==> src/inc/sadc_pkg.sv <==
// conversion-handshake host package: timing constants and carrier types
// assumes a 200 MHz system clock
package sadc_pkg;
	localparam int unsigned CLK_PERIOD_PS = 5000;
	// trigger high time, least
	localparam int unsigned TRIG_WIDTH_NS = 200;
	localparam int unsigned TRIG_WIDTH_CYC = (TRIG_WIDTH_NS * 1000 + CLK_PERIOD_PS - 1) / CLK_PERIOD_PS;
	// full-rate trigger period (500 KHz) and calibration period (250 KHz)
	localparam int unsigned RATE_FAST_KHZ = 500;
	localparam int unsigned RATE_CAL_KHZ = 250;
	localparam int unsigned PERIOD_FAST_CYC = (1000000000 / RATE_FAST_KHZ) / CLK_PERIOD_PS;
	localparam int unsigned PERIOD_CAL_CYC = (1000000000 / RATE_CAL_KHZ) / CLK_PERIOD_PS;
	// data valid window after the end-of-conversion fall, 20 ns .. 1300 ns
	localparam int unsigned DATA_VALID_NS = 20;
	localparam int unsigned DATA_VALID_CYC = (DATA_VALID_NS * 1000 + CLK_PERIOD_PS - 1) / CLK_PERIOD_PS;
	localparam int unsigned DATA_HOLD_NS = 1300;
	localparam int unsigned DATA_HOLD_CYC = (DATA_HOLD_NS * 1000) / CLK_PERIOD_PS;
	// enable to data valid, at most
	localparam int unsigned ENA_VALID_NS = 10;
	localparam int unsigned ENA_VALID_CYC = (ENA_VALID_NS * 1000 + CLK_PERIOD_PS - 1) / CLK_PERIOD_PS;
	// busy must rise 35 ns after trigger fall; host waits this plus sync margin
	localparam int unsigned BUSY_RISE_NS = 35;
	localparam int unsigned BUSY_RISE_CYC = (BUSY_RISE_NS * 1000 + CLK_PERIOD_PS - 1) / CLK_PERIOD_PS;
	// conversion time bound, with margin for timeout
	localparam int unsigned CONV_MAX_NS = 1150;
	localparam int unsigned CONV_MAX_CYC = (CONV_MAX_NS * 1000) / CLK_PERIOD_PS;
	localparam int unsigned SYNC_MARGIN_CYC = 4;
	localparam int unsigned CNT_W = 12;
	localparam int unsigned DATA_W = 12;

	// pins seen from the device outputs
	typedef struct packed {
		logic eoc_busy;
		logic sample_hold;
		logic [DATA_W-1:0] data;
	} sadc_pins_in_type;

	// captured result handed to the user
	typedef struct packed {
		logic timeout;
		logic [DATA_W-1:0] code;
	} sadc_result_type;
endpackage : sadc_pkg

==> src/hw/sadc_host.sv <==
// host controller for a clockless two-pass sampling converter
// assumes device pins are asynchronous; all user ports on clk_sys_i
`timescale 1ns/1ps
`default_nettype none
module sadc_host
	import sadc_pkg::*;
#(
	parameter int unsigned DATA_WIDTH = DATA_W
) (
	input wire logic clk_sys_i,
	input wire logic nrst_i,
	input wire logic start_i,
	input wire logic continuous_i,
	input wire logic calib_i,
	input wire logic comp_sel_i,
	input wire logic eoc_busy_i,
	input wire logic sample_hold_i,
	input wire logic [DATA_WIDTH-1:0] data_i,
	output logic trigger_o,
	output logic out_enable_o,
	output logic code_complement_select_o,
	output logic busy_o,
	output logic result_valid_o,
	output var sadc_result_type result_o,
	output logic sampling_o
);
	typedef enum logic [2:0] {
		ST_IDLE = 3'b000,
		ST_TRIG = 3'b001,
		ST_WAIT_BUSY = 3'b010,
		ST_CONV = 3'b011,
		ST_SETTLE = 3'b100
	} sadc_state_type;

	localparam logic [CNT_W-1:0] TRIG_CNT = CNT_W'(TRIG_WIDTH_CYC);
	localparam logic [CNT_W-1:0] SETTLE_CNT = CNT_W'(DATA_VALID_CYC + ENA_VALID_CYC);
	localparam logic [CNT_W-1:0] BUSY_TO_CNT = CNT_W'(BUSY_RISE_CYC + SYNC_MARGIN_CYC);
	localparam logic [CNT_W-1:0] CONV_TO_CNT = CNT_W'(CONV_MAX_CYC + 2 * SYNC_MARGIN_CYC);

	sadc_state_type state_reg;
	logic [CNT_W-1:0] cnt_reg;
	logic [CNT_W-1:0] period_reg;
	logic timeout_reg;
	logic [DATA_WIDTH+1:0] pins_sync;
	logic eoc_s;
	logic sh_s;
	logic [DATA_WIDTH-1:0] data_s;
	logic period_done;

	// ------------------------------------------------------------
	// pin synchronisers
	// ------------------------------------------------------------
	sadc_sync #(
		.WIDTH(DATA_WIDTH + 2)
	) u_sync (
		.clk_sys_i(clk_sys_i),
		.nrst_i(nrst_i),
		.async_i({eoc_busy_i, sample_hold_i, data_i}),
		.sync_o(pins_sync)
	);
	assign eoc_s = pins_sync[DATA_WIDTH+1];
	assign sh_s = pins_sync[DATA_WIDTH];
	assign data_s = pins_sync[DATA_WIDTH-1:0];

	// sampling status mirrors the synced indicator
	assign sampling_o = sh_s;
	assign busy_o = (state_reg != ST_IDLE);
	assign code_complement_select_o = comp_sel_i;

	// ------------------------------------------------------------
	// trigger period timer
	// ------------------------------------------------------------
	// next trigger no sooner than the chosen rate
	always_ff @(posedge clk_sys_i or negedge nrst_i) begin
		if (!nrst_i) begin
			period_reg <= '0;
		end else if (state_reg == ST_IDLE && period_done && (start_i || continuous_i) && !eoc_s) begin
			period_reg <= calib_i ? CNT_W'(PERIOD_CAL_CYC - 1) : CNT_W'(PERIOD_FAST_CYC - 1);
		end else if (period_reg != '0) begin
			period_reg <= period_reg - 1'b1;
		end
	end
	assign period_done = (period_reg == '0);

	// ------------------------------------------------------------
	// conversion sequencer
	// ------------------------------------------------------------
	always_ff @(posedge clk_sys_i or negedge nrst_i) begin
		if (!nrst_i) begin
			state_reg <= ST_IDLE;
			cnt_reg <= '0;
			trigger_o <= 1'b0;
			out_enable_o <= 1'b0;
			timeout_reg <= 1'b0;
		end else begin
			unique case (state_reg)
				ST_IDLE: begin
					out_enable_o <= 1'b0;
					// only start while idle, one trigger per conversion
					if (period_done && (start_i || continuous_i) && !eoc_s) begin
						state_reg <= ST_TRIG;
						trigger_o <= 1'b1;
						cnt_reg <= TRIG_CNT - 1'b1;
						timeout_reg <= 1'b0;
					end
				end
				ST_TRIG: begin
					// hold the trigger high for its least width
					if (cnt_reg == '0) begin
						trigger_o <= 1'b0;
						state_reg <= ST_WAIT_BUSY;
						cnt_reg <= BUSY_TO_CNT;
					end else begin
						cnt_reg <= cnt_reg - 1'b1;
					end
				end
				ST_WAIT_BUSY: begin
					// busy expected shortly after trigger fall
					if (eoc_s) begin
						state_reg <= ST_CONV;
						cnt_reg <= CONV_TO_CNT;
					end else if (cnt_reg == '0) begin
						timeout_reg <= 1'b1;
						state_reg <= ST_IDLE;
					end else begin
						cnt_reg <= cnt_reg - 1'b1;
					end
				end
				ST_CONV: begin
					// busy fall marks the merged result ready
					if (!eoc_s) begin
						state_reg <= ST_SETTLE;
						out_enable_o <= 1'b1;
						cnt_reg <= SETTLE_CNT;
					end else if (cnt_reg == '0) begin
						timeout_reg <= 1'b1;
						state_reg <= ST_IDLE;
					end else begin
						cnt_reg <= cnt_reg - 1'b1;
					end
				end
				ST_SETTLE: begin
					// wait out data-valid and enable delays before latch
					if (cnt_reg == '0) begin
						state_reg <= ST_IDLE;
					end else begin
						cnt_reg <= cnt_reg - 1'b1;
					end
				end
				default: begin
					state_reg <= ST_IDLE;
				end
			endcase
		end
	end

	// ------------------------------------------------------------
	// result capture
	// ------------------------------------------------------------
	// latch inside the valid window, well before 1300 ns
	always_ff @(posedge clk_sys_i or negedge nrst_i) begin
		if (!nrst_i) begin
			result_o <= '0;
			result_valid_o <= 1'b0;
		end else begin
			result_valid_o <= 1'b0;
			if (state_reg == ST_SETTLE && cnt_reg == '0) begin
				result_o.code <= data_s;
				result_o.timeout <= 1'b0;
				result_valid_o <= 1'b1;
			end else if (timeout_reg && state_reg == ST_IDLE && !result_o.timeout) begin
				result_o.timeout <= 1'b1;
			end
		end
	end

	// ------------------------------------------------------------
	// assertions
	// ------------------------------------------------------------
	// helper: cycles the trigger has stood high so far
	logic [CNT_W-1:0] trig_len_reg;
	always_ff @(posedge clk_sys_i or negedge nrst_i) begin
		if (!nrst_i) begin
			trig_len_reg <= '0;
		end else if (trigger_o) begin
			trig_len_reg <= trig_len_reg + 1'b1;
		end else begin
			trig_len_reg <= '0;
		end
	end

	property p_trig_width;
		@(posedge clk_sys_i) disable iff (!nrst_i)
		$fell(trigger_o) |-> (trig_len_reg == TRIG_CNT);
	endproperty
	a_trig_width: assert property (p_trig_width) else $error("trigger pulse too short");

	property p_no_retrig;
		@(posedge clk_sys_i) disable iff (!nrst_i)
		(state_reg == ST_CONV) |-> !trigger_o;
	endproperty
	a_no_retrig: assert property (p_no_retrig) else $error("trigger during conversion");

	property p_latch_late;
		@(posedge clk_sys_i) disable iff (!nrst_i)
		(state_reg == ST_CONV && !eoc_s) |-> !result_valid_o [*5];
	endproperty
	a_latch_late: assert property (p_latch_late) else $error("result latched too early");

	property p_oe_before_latch;
		@(posedge clk_sys_i) disable iff (!nrst_i)
		$rose(result_valid_o) |-> $past(out_enable_o);
	endproperty
	a_oe_before_latch: assert property (p_oe_before_latch) else $error("latch with buffers off");

	property p_oe_settle;
		@(posedge clk_sys_i) disable iff (!nrst_i)
		$rose(out_enable_o) |-> ##[6:8] result_valid_o;
	endproperty
	a_oe_settle: assert property (p_oe_settle) else $error("enable to latch spacing wrong");

	property p_trig_fall_wait;
		@(posedge clk_sys_i) disable iff (!nrst_i)
		$fell(trigger_o) |-> (state_reg == ST_WAIT_BUSY);
	endproperty
	a_trig_fall_wait: assert property (p_trig_fall_wait) else $error("no busy wait after trigger");

	property p_sel_pass;
		@(posedge clk_sys_i) disable iff (!nrst_i)
		code_complement_select_o == comp_sel_i;
	endproperty
	a_sel_pass: assert property (p_sel_pass) else $error("code select not driven");

	property p_period;
		@(posedge clk_sys_i) disable iff (!nrst_i)
		$rose(trigger_o) |-> ##1 (period_reg != '0);
	endproperty
	a_period: assert property (p_period) else $error("trigger period not enforced");

	c_trig: cover property (@(posedge clk_sys_i) disable iff (!nrst_i) $rose(trigger_o));
	c_result: cover property (@(posedge clk_sys_i) disable iff (!nrst_i) result_valid_o);
	c_timeout: cover property (@(posedge clk_sys_i) disable iff (!nrst_i) timeout_reg);
endmodule : sadc_host
`default_nettype wire

==> src/hw/sadc_sync.sv <==
// three-stage synchroniser with agreement filter for device pins
// assumes inputs are asynchronous to clk_sys_i
`timescale 1ns/1ps
`default_nettype none
module sadc_sync
	import sadc_pkg::*;
#(
	parameter int unsigned WIDTH = 1
) (
	input wire logic clk_sys_i,
	input wire logic nrst_i,
	input wire logic [WIDTH-1:0] async_i,
	output logic [WIDTH-1:0] sync_o
);
	logic [WIDTH-1:0] s1_reg;
	logic [WIDTH-1:0] s2_reg;
	logic [WIDTH-1:0] s3_reg;
	logic [WIDTH-1:0] sync_next;

	// ------------------------------------------------------------
	// stages
	// ------------------------------------------------------------
	// first stage feeds only the second
	always_ff @(posedge clk_sys_i or negedge nrst_i) begin
		if (!nrst_i) begin
			s1_reg <= '0;
			s2_reg <= '0;
			s3_reg <= '0;
		end else begin
			s1_reg <= async_i;
			s2_reg <= s1_reg;
			s3_reg <= s2_reg;
		end
	end

	// output follows only when second and third agree
	genvar gi;
	generate
		for (gi = 0; gi < WIDTH; gi++) begin : g_bit
			assign sync_next[gi] = (s2_reg[gi] == s3_reg[gi]) ? s3_reg[gi] : sync_o[gi];
		end
	endgenerate

	// filtered output register, one process for the whole word
	always_ff @(posedge clk_sys_i or negedge nrst_i) begin
		if (!nrst_i) begin
			sync_o <= '0;
		end else begin
			sync_o <= sync_next;
		end
	end
endmodule : sadc_sync
`default_nettype wire

==> config.mk <==
export PLATFORM = sky130hd
export DESIGN_NAME = sadc_host
export DESIGN_NICKNAME = d
export VERILOG_FILES = /design/src/inc/sadc_pkg.sv /design/src/hw/sadc_host.sv /design/src/hw/sadc_sync.sv
export SDC_FILE = /design/constraint.sdc
export NUM_CORES = 1
export LEC_CHECK = 0
export ABC_AREA = 1
export BUFFER_PORTS_ARGS = -buffer_cell sky130_fd_sc_hd__buf_2
export CORE_ASPECT_RATIO = 1.25
export CORE_UTILIZATION = 25
export CTS_BUF_LIST = sky130_fd_sc_hd__clkbuf_8
export CTS_CLUSTER_SIZE = 28
export DETAILED_ROUTE_END_ITERATION = 8
export GPL_TIMING_DRIVEN = 0
export PLACE_DENSITY = 0.44
export SLEW_MARGIN = 20
export SYNTH_ARGS = -nofsm -noshare
export SYNTH_HDL_FRONTEND = slang
export SYNTH_SLANG_ARGS = --single-unit
==> constraint.sdc <==
create_clock -name clk_sys_i -period 3.4 [get_ports clk_sys_i]
set_input_delay 0.85 -clock clk_sys_i [delete_from_list [all_inputs] [get_ports clk_sys_i]]
set_output_delay 0.85 -clock clk_sys_i [all_outputs]
set_load 0.03 [all_outputs]
==> tab_implementation.tex <==
\begin{tabular}{lr}
\hline
Metric & Value \\
\hline
\multicolumn{2}{l}{\textbf{Outcome}} \\
\quad Run status & finished, final reports clean \\
\multicolumn{2}{l}{\textbf{Setup path}} \\
\quad Worst r2r src & cnt\_reg[1] \\
\quad Arrival time of the worst setup path & between 1 and 1.5 ns \\
\quad Number of cells on the worst reg-to-reg path & 9 \\
\quad Terminus of the critical flop-to-flop path & cnt\_reg[0] \\
\quad Setup crit end & busy\_o \\
\quad Timing startpoint of the critical path & state\_reg[0] \\
\quad Crit Path Max Fanout & 7 \\
\quad Required time of the worst setup path & between 2 and 3 ns \\
\quad Critical path class & reg -> out \\
\quad Internal reg-to-reg setup slack & 1.40 ns \\
\quad Kind of start point of the critical path & register \\
\quad Endpoint type of the worst setup path & output pin \\
\multicolumn{2}{l}{\textbf{Clock tree}} \\
\quad Number of buffers created by CTS & 9 \\
\quad Clock-pin slew on the worst setup and hold paths & 0.11 ns \\
\quad Clock network latency to the later pin of the worst-skew pair & $\sim$0.38 ns \\
\quad Post-CTS Resized & 0 \\
\quad Post-CTS setup repair buffer count & 0 \\
\quad Number of H-tree levels & 3 \\
\quad Clock sink count & 100 \\
\quad Hold-fix buffer count after cts & 0 \\
\quad Clock tree from TritonCTS & yes \\
\quad Root Driver & sky130\_fd\_sc\_hd\_\_clkbuf\_8 \\
\quad Buffer depth of the longest clock path & 2 \\
\multicolumn{2}{l}{\textbf{Final layout}} \\
\quad Register area & 0.00250 sq mm \\
\quad Synthesis-to-layout area growth & 16.2\% \\
\quad Antenna Diode Count & 0 \\
\quad Post-layout utilization of the core & 29.7\% \\
\quad Area of combinational cells with multiple inputs & 0.00138 sq mm \\
\quad Fill cells & 1701 \\
\quad Final design area excluding fillers & around 0.0048 sq mm \\
\quad Most frequent cells in the layout & 121 x sky130\_fd\_sc\_hd\_\_nand2\_1, 100 x sky130\_fd\_sc\_hd\_\_dfrtp\_1, 49 x sky130\_fd\_sc\_hd\_\_inv\_1, 36 x sky130\_fd\_sc\_hd\_\_buf\_2, 26 x sky130\_fd\_sc\_hd\_\_nand3\_1 \\
\quad Fraction of layout cells with a size suffix above 1 & between 10\% and 20\% \\
\quad Net count of the finished layout & between 400 and 500 \\
\quad Most common cell after layout, fill and taps aside & sky130\_fd\_sc\_hd\_\_nand2\_1 \\
\multicolumn{2}{l}{\textbf{STA}} \\
\quad Final number of setup-violating endpoints & 0 \\
\quad Accumulated negative setup slack & 0 ns \\
\quad Slew of the pin with the lowest slew margin & 0.425 ns \\
\quad Final critical-path share of the clock period & $\sim$65\% \\
\quad Upper clock frequency limit & 453 MHz \\
\quad Total count of max-transition violations in the final report & 0 \\
\quad RSZ-0062 raised after global routing & false \\
\quad Max-slew headroom & 71.4\% \\
\quad Worst-case clock skew & $\sim$0.016 ns \\
\quad Final hold violation count & 0 \\
\quad Min Clock Period, post-route & 2.21 ns \\
\multicolumn{2}{l}{\textbf{Die}} \\
\quad Vertical die dimension & approximately 150 microns \\
\quad Standard-cell rows & 52 \\
\quad Chip Width & 117 microns \\
\quad Starting utilization of the core area & between 20\% and 30\% \\
\quad Core area & approximately 0.016 sq mm \\
\quad I/O pin cnt & 39 \\
\quad Die outline area & between 0.015 and 0.02 sq mm \\
\multicolumn{2}{l}{\textbf{Placement}} \\
\quad Sum of net half-perimeters after detailed placement & 5800 microns \\
\quad Cell Area, Placed & $\sim$0.0046 sq mm \\
\quad Count of port buffers added during placement & 37 \\
\quad RD Place Congestion & 0.809 \\
\multicolumn{2}{l}{\textbf{Global route}} \\
\quad Global-route usage over all layers & a little over a tenth \\
\quad Leftover overflow at the end of global routing & 0 \\
\quad Global-route wire length before repair & 14000 microns \\
\quad Maximum number of pins on one net before global-route repair & 62 \\
\quad Antenna violations before repair & 0 \\
\quad Vias in the first global route & 2897 \\
\multicolumn{2}{l}{\textbf{Power and ir drop}} \\
\quad Total power after layout & 2.04 mW \\
\quad Max VDD drop & 0.221 mV \\
\quad Leakage power & approximately 2.4 nW \\
\quad Power per unit of standard cell area & approximately 420 mW/mm\^{}2 \\
\multicolumn{2}{l}{\textbf{Yosys}} \\
\quad Syn avg cell area & 9.77 sq um \\
\quad Post-Synthesis Net Count & 448 \\
\quad Count of mapped cells out of synthesis & between 400 and 500 \\
\quad Total of flip-flops plus latches after synthesis & 100 \\
\quad Count of different cell masters after synthesis & 28 \\
\quad Proportion of synthesized chip area in sequential cells & 60.4\% \\
\quad Combined area of all synthesized cells & 0.00414 sq mm \\
\quad Synthesis warning total & 0 \\
\multicolumn{2}{l}{\textbf{Run}} \\
\quad Max-cap viol count & 0 \\
\multicolumn{2}{l}{\textbf{Routing}} \\
\quad Post-Route WL & 8040 microns \\
\quad DRC violations left & 0 \\
\quad Total vias in the final route & 2806 \\
\quad Routed vias/inst & $\sim$4.0 \\
\quad Antenna viol nets, final & 0 \\
\quad Number of violations reported at the end of detailed-routing iteration 0 & between 100 and 150 \\
\quad Routed length per instance & 11.6 microns \\
\quad 1st-pass router iterations & 4 \\
\multicolumn{2}{l}{\textbf{Worst hold path}} \\
\quad Worst min path class & in -> async \\
\hline
\end{tabular}
worst max-delay path, stage by stage, from the launching register on:
cell and delay (ns):
sky130_fd_sc_hd__dfrtp_1 0.43, sky130_fd_sc_hd__nor2_2 0.20, sky130_fd_sc_hd__nand2_2 0.15, sky130_fd_sc_hd__buf_2 0.21
power breakdown:
group	leakage (nW)	switching (mW)	internal (mW)	total, mW
Clock	0.0897	0.449	0.278	0.727
Sequential	1.19	0.0196	1.23	1.25
Combinational	1.10	0.0370	0.0248	0.0618
Total	2.38	0.506	1.53	2.04
cells in the mapped netlist:
cell type / instances / area [sq um]
sky130_fd_sc_hd__nand3_2: 3 / 30.0
sky130_fd_sc_hd__buf_4: 1 / 7.51
sky130_fd_sc_hd__a21boi_1: 1 / 7.51
sky130_fd_sc_hd__o211ai_1: 2 / 15.0
sky130_fd_sc_hd__maj3_1: 14 / 140
sky130_fd_sc_hd__buf_6: 4 / 45.0
sky130_fd_sc_hd__inv_2: 6 / 22.5
sky130_fd_sc_hd__o21bai_1: 1 / 7.51
sky130_fd_sc_hd__nor3_1: 3 / 15.0
sky130_fd_sc_hd__o21ai_1: 5 / 25.0
sky130_fd_sc_hd__xnor2_1: 1 / 8.76
sky130_fd_sc_hd__nand2_1: 121 / 454
sky130_fd_sc_hd__nand2_2: 8 / 50.1
sky130_fd_sc_hd__or2_2: 1 / 6.26
sky130_fd_sc_hd__a31oi_1: 1 / 6.26
sky130_fd_sc_hd__nor2_2: 5 / 31.3
sky130_fd_sc_hd__dfrtp_1: 100 / 2500
sky130_fd_sc_hd__inv_1: 49 / 184
sky130_fd_sc_hd__nand3_1: 26 / 130
sky130_fd_sc_hd__nand2_4: 3 / 33.8
sky130_fd_sc_hd__nand4_1: 4 / 25.0
sky130_fd_sc_hd__a21oi_1: 8 / 40.0
sky130_fd_sc_hd__o21ai_0: 12 / 60.1
sky130_fd_sc_hd__xor2_1: 10 / 87.6
sky130_fd_sc_hd__o31ai_1: 1 / 7.51
sky130_fd_sc_hd__nor2_1: 25 / 93.8
sky130_fd_sc_hd__ha_1: 4 / 50.1
sky130_fd_sc_hd__nor2_4: 5 / 56.3
area by class of cell:
type	count	area share, %
buffer	5	1.09
clock buffer	9	2.57
clock inverter	6	1.17
inverter	55	4.29
multi-input combinational	264	28.7
sequential	100	52.0
tap	216	5.62
timing repair buffer	38	4.55
per-layer routing:
layer  vias up  wire length (microns)  GRT usage, %
met5         -                      0             0
li1       1421                      -             -
met4         0                    164          4.94
met3        10                    159          1.87
met2        34                   3950          16.9
met1      1341                   3760          13.8
how the worst min path moves through the flow:
stage / start / endpoint / slack (ns) / depth (start not counted)
after floorplan: u_sync.s1_reg[0] / u_sync.s2_reg[0] / 0.33 / 0
after global placement: u_sync.s1_reg[10] / u_sync.s2_reg[10] / 0.33 / 0
after detailed placement: u_sync.s1_reg[7] / u_sync.s2_reg[7] / 0.33 / 0
after CTS: u_sync.s1_reg[11] / u_sync.s2_reg[11] / 0.35 / 0
after global routing: nrst_i / result_o[9] / 0.37 / 1
final: nrst_i / result_o[9] / 0.35 / 1
stage by stage:
step                      setup WS (ns)  cells  hold slack (ns)
after global routing               1.11    693            0.366
after detailed placement           1.40    678            0.335
final                              1.19    693            0.354
after floorplan                    1.56    424            0.331
after global placement            0.395    677            0.333
after CTS                          1.17    693            0.352
kinds of logic after synthesis:
group / count (synthesis) / share of synthesized area (%)
flops: 100 / 60.4
xor+xnor: 11 / 2.33
buf+inv: 60 / 6.25
fa+ha+maj: 18 / 4.59
simple gates: 204 / 22.3
compound gates: 31 / 4.08
Power figures use the tool's default switching activity.
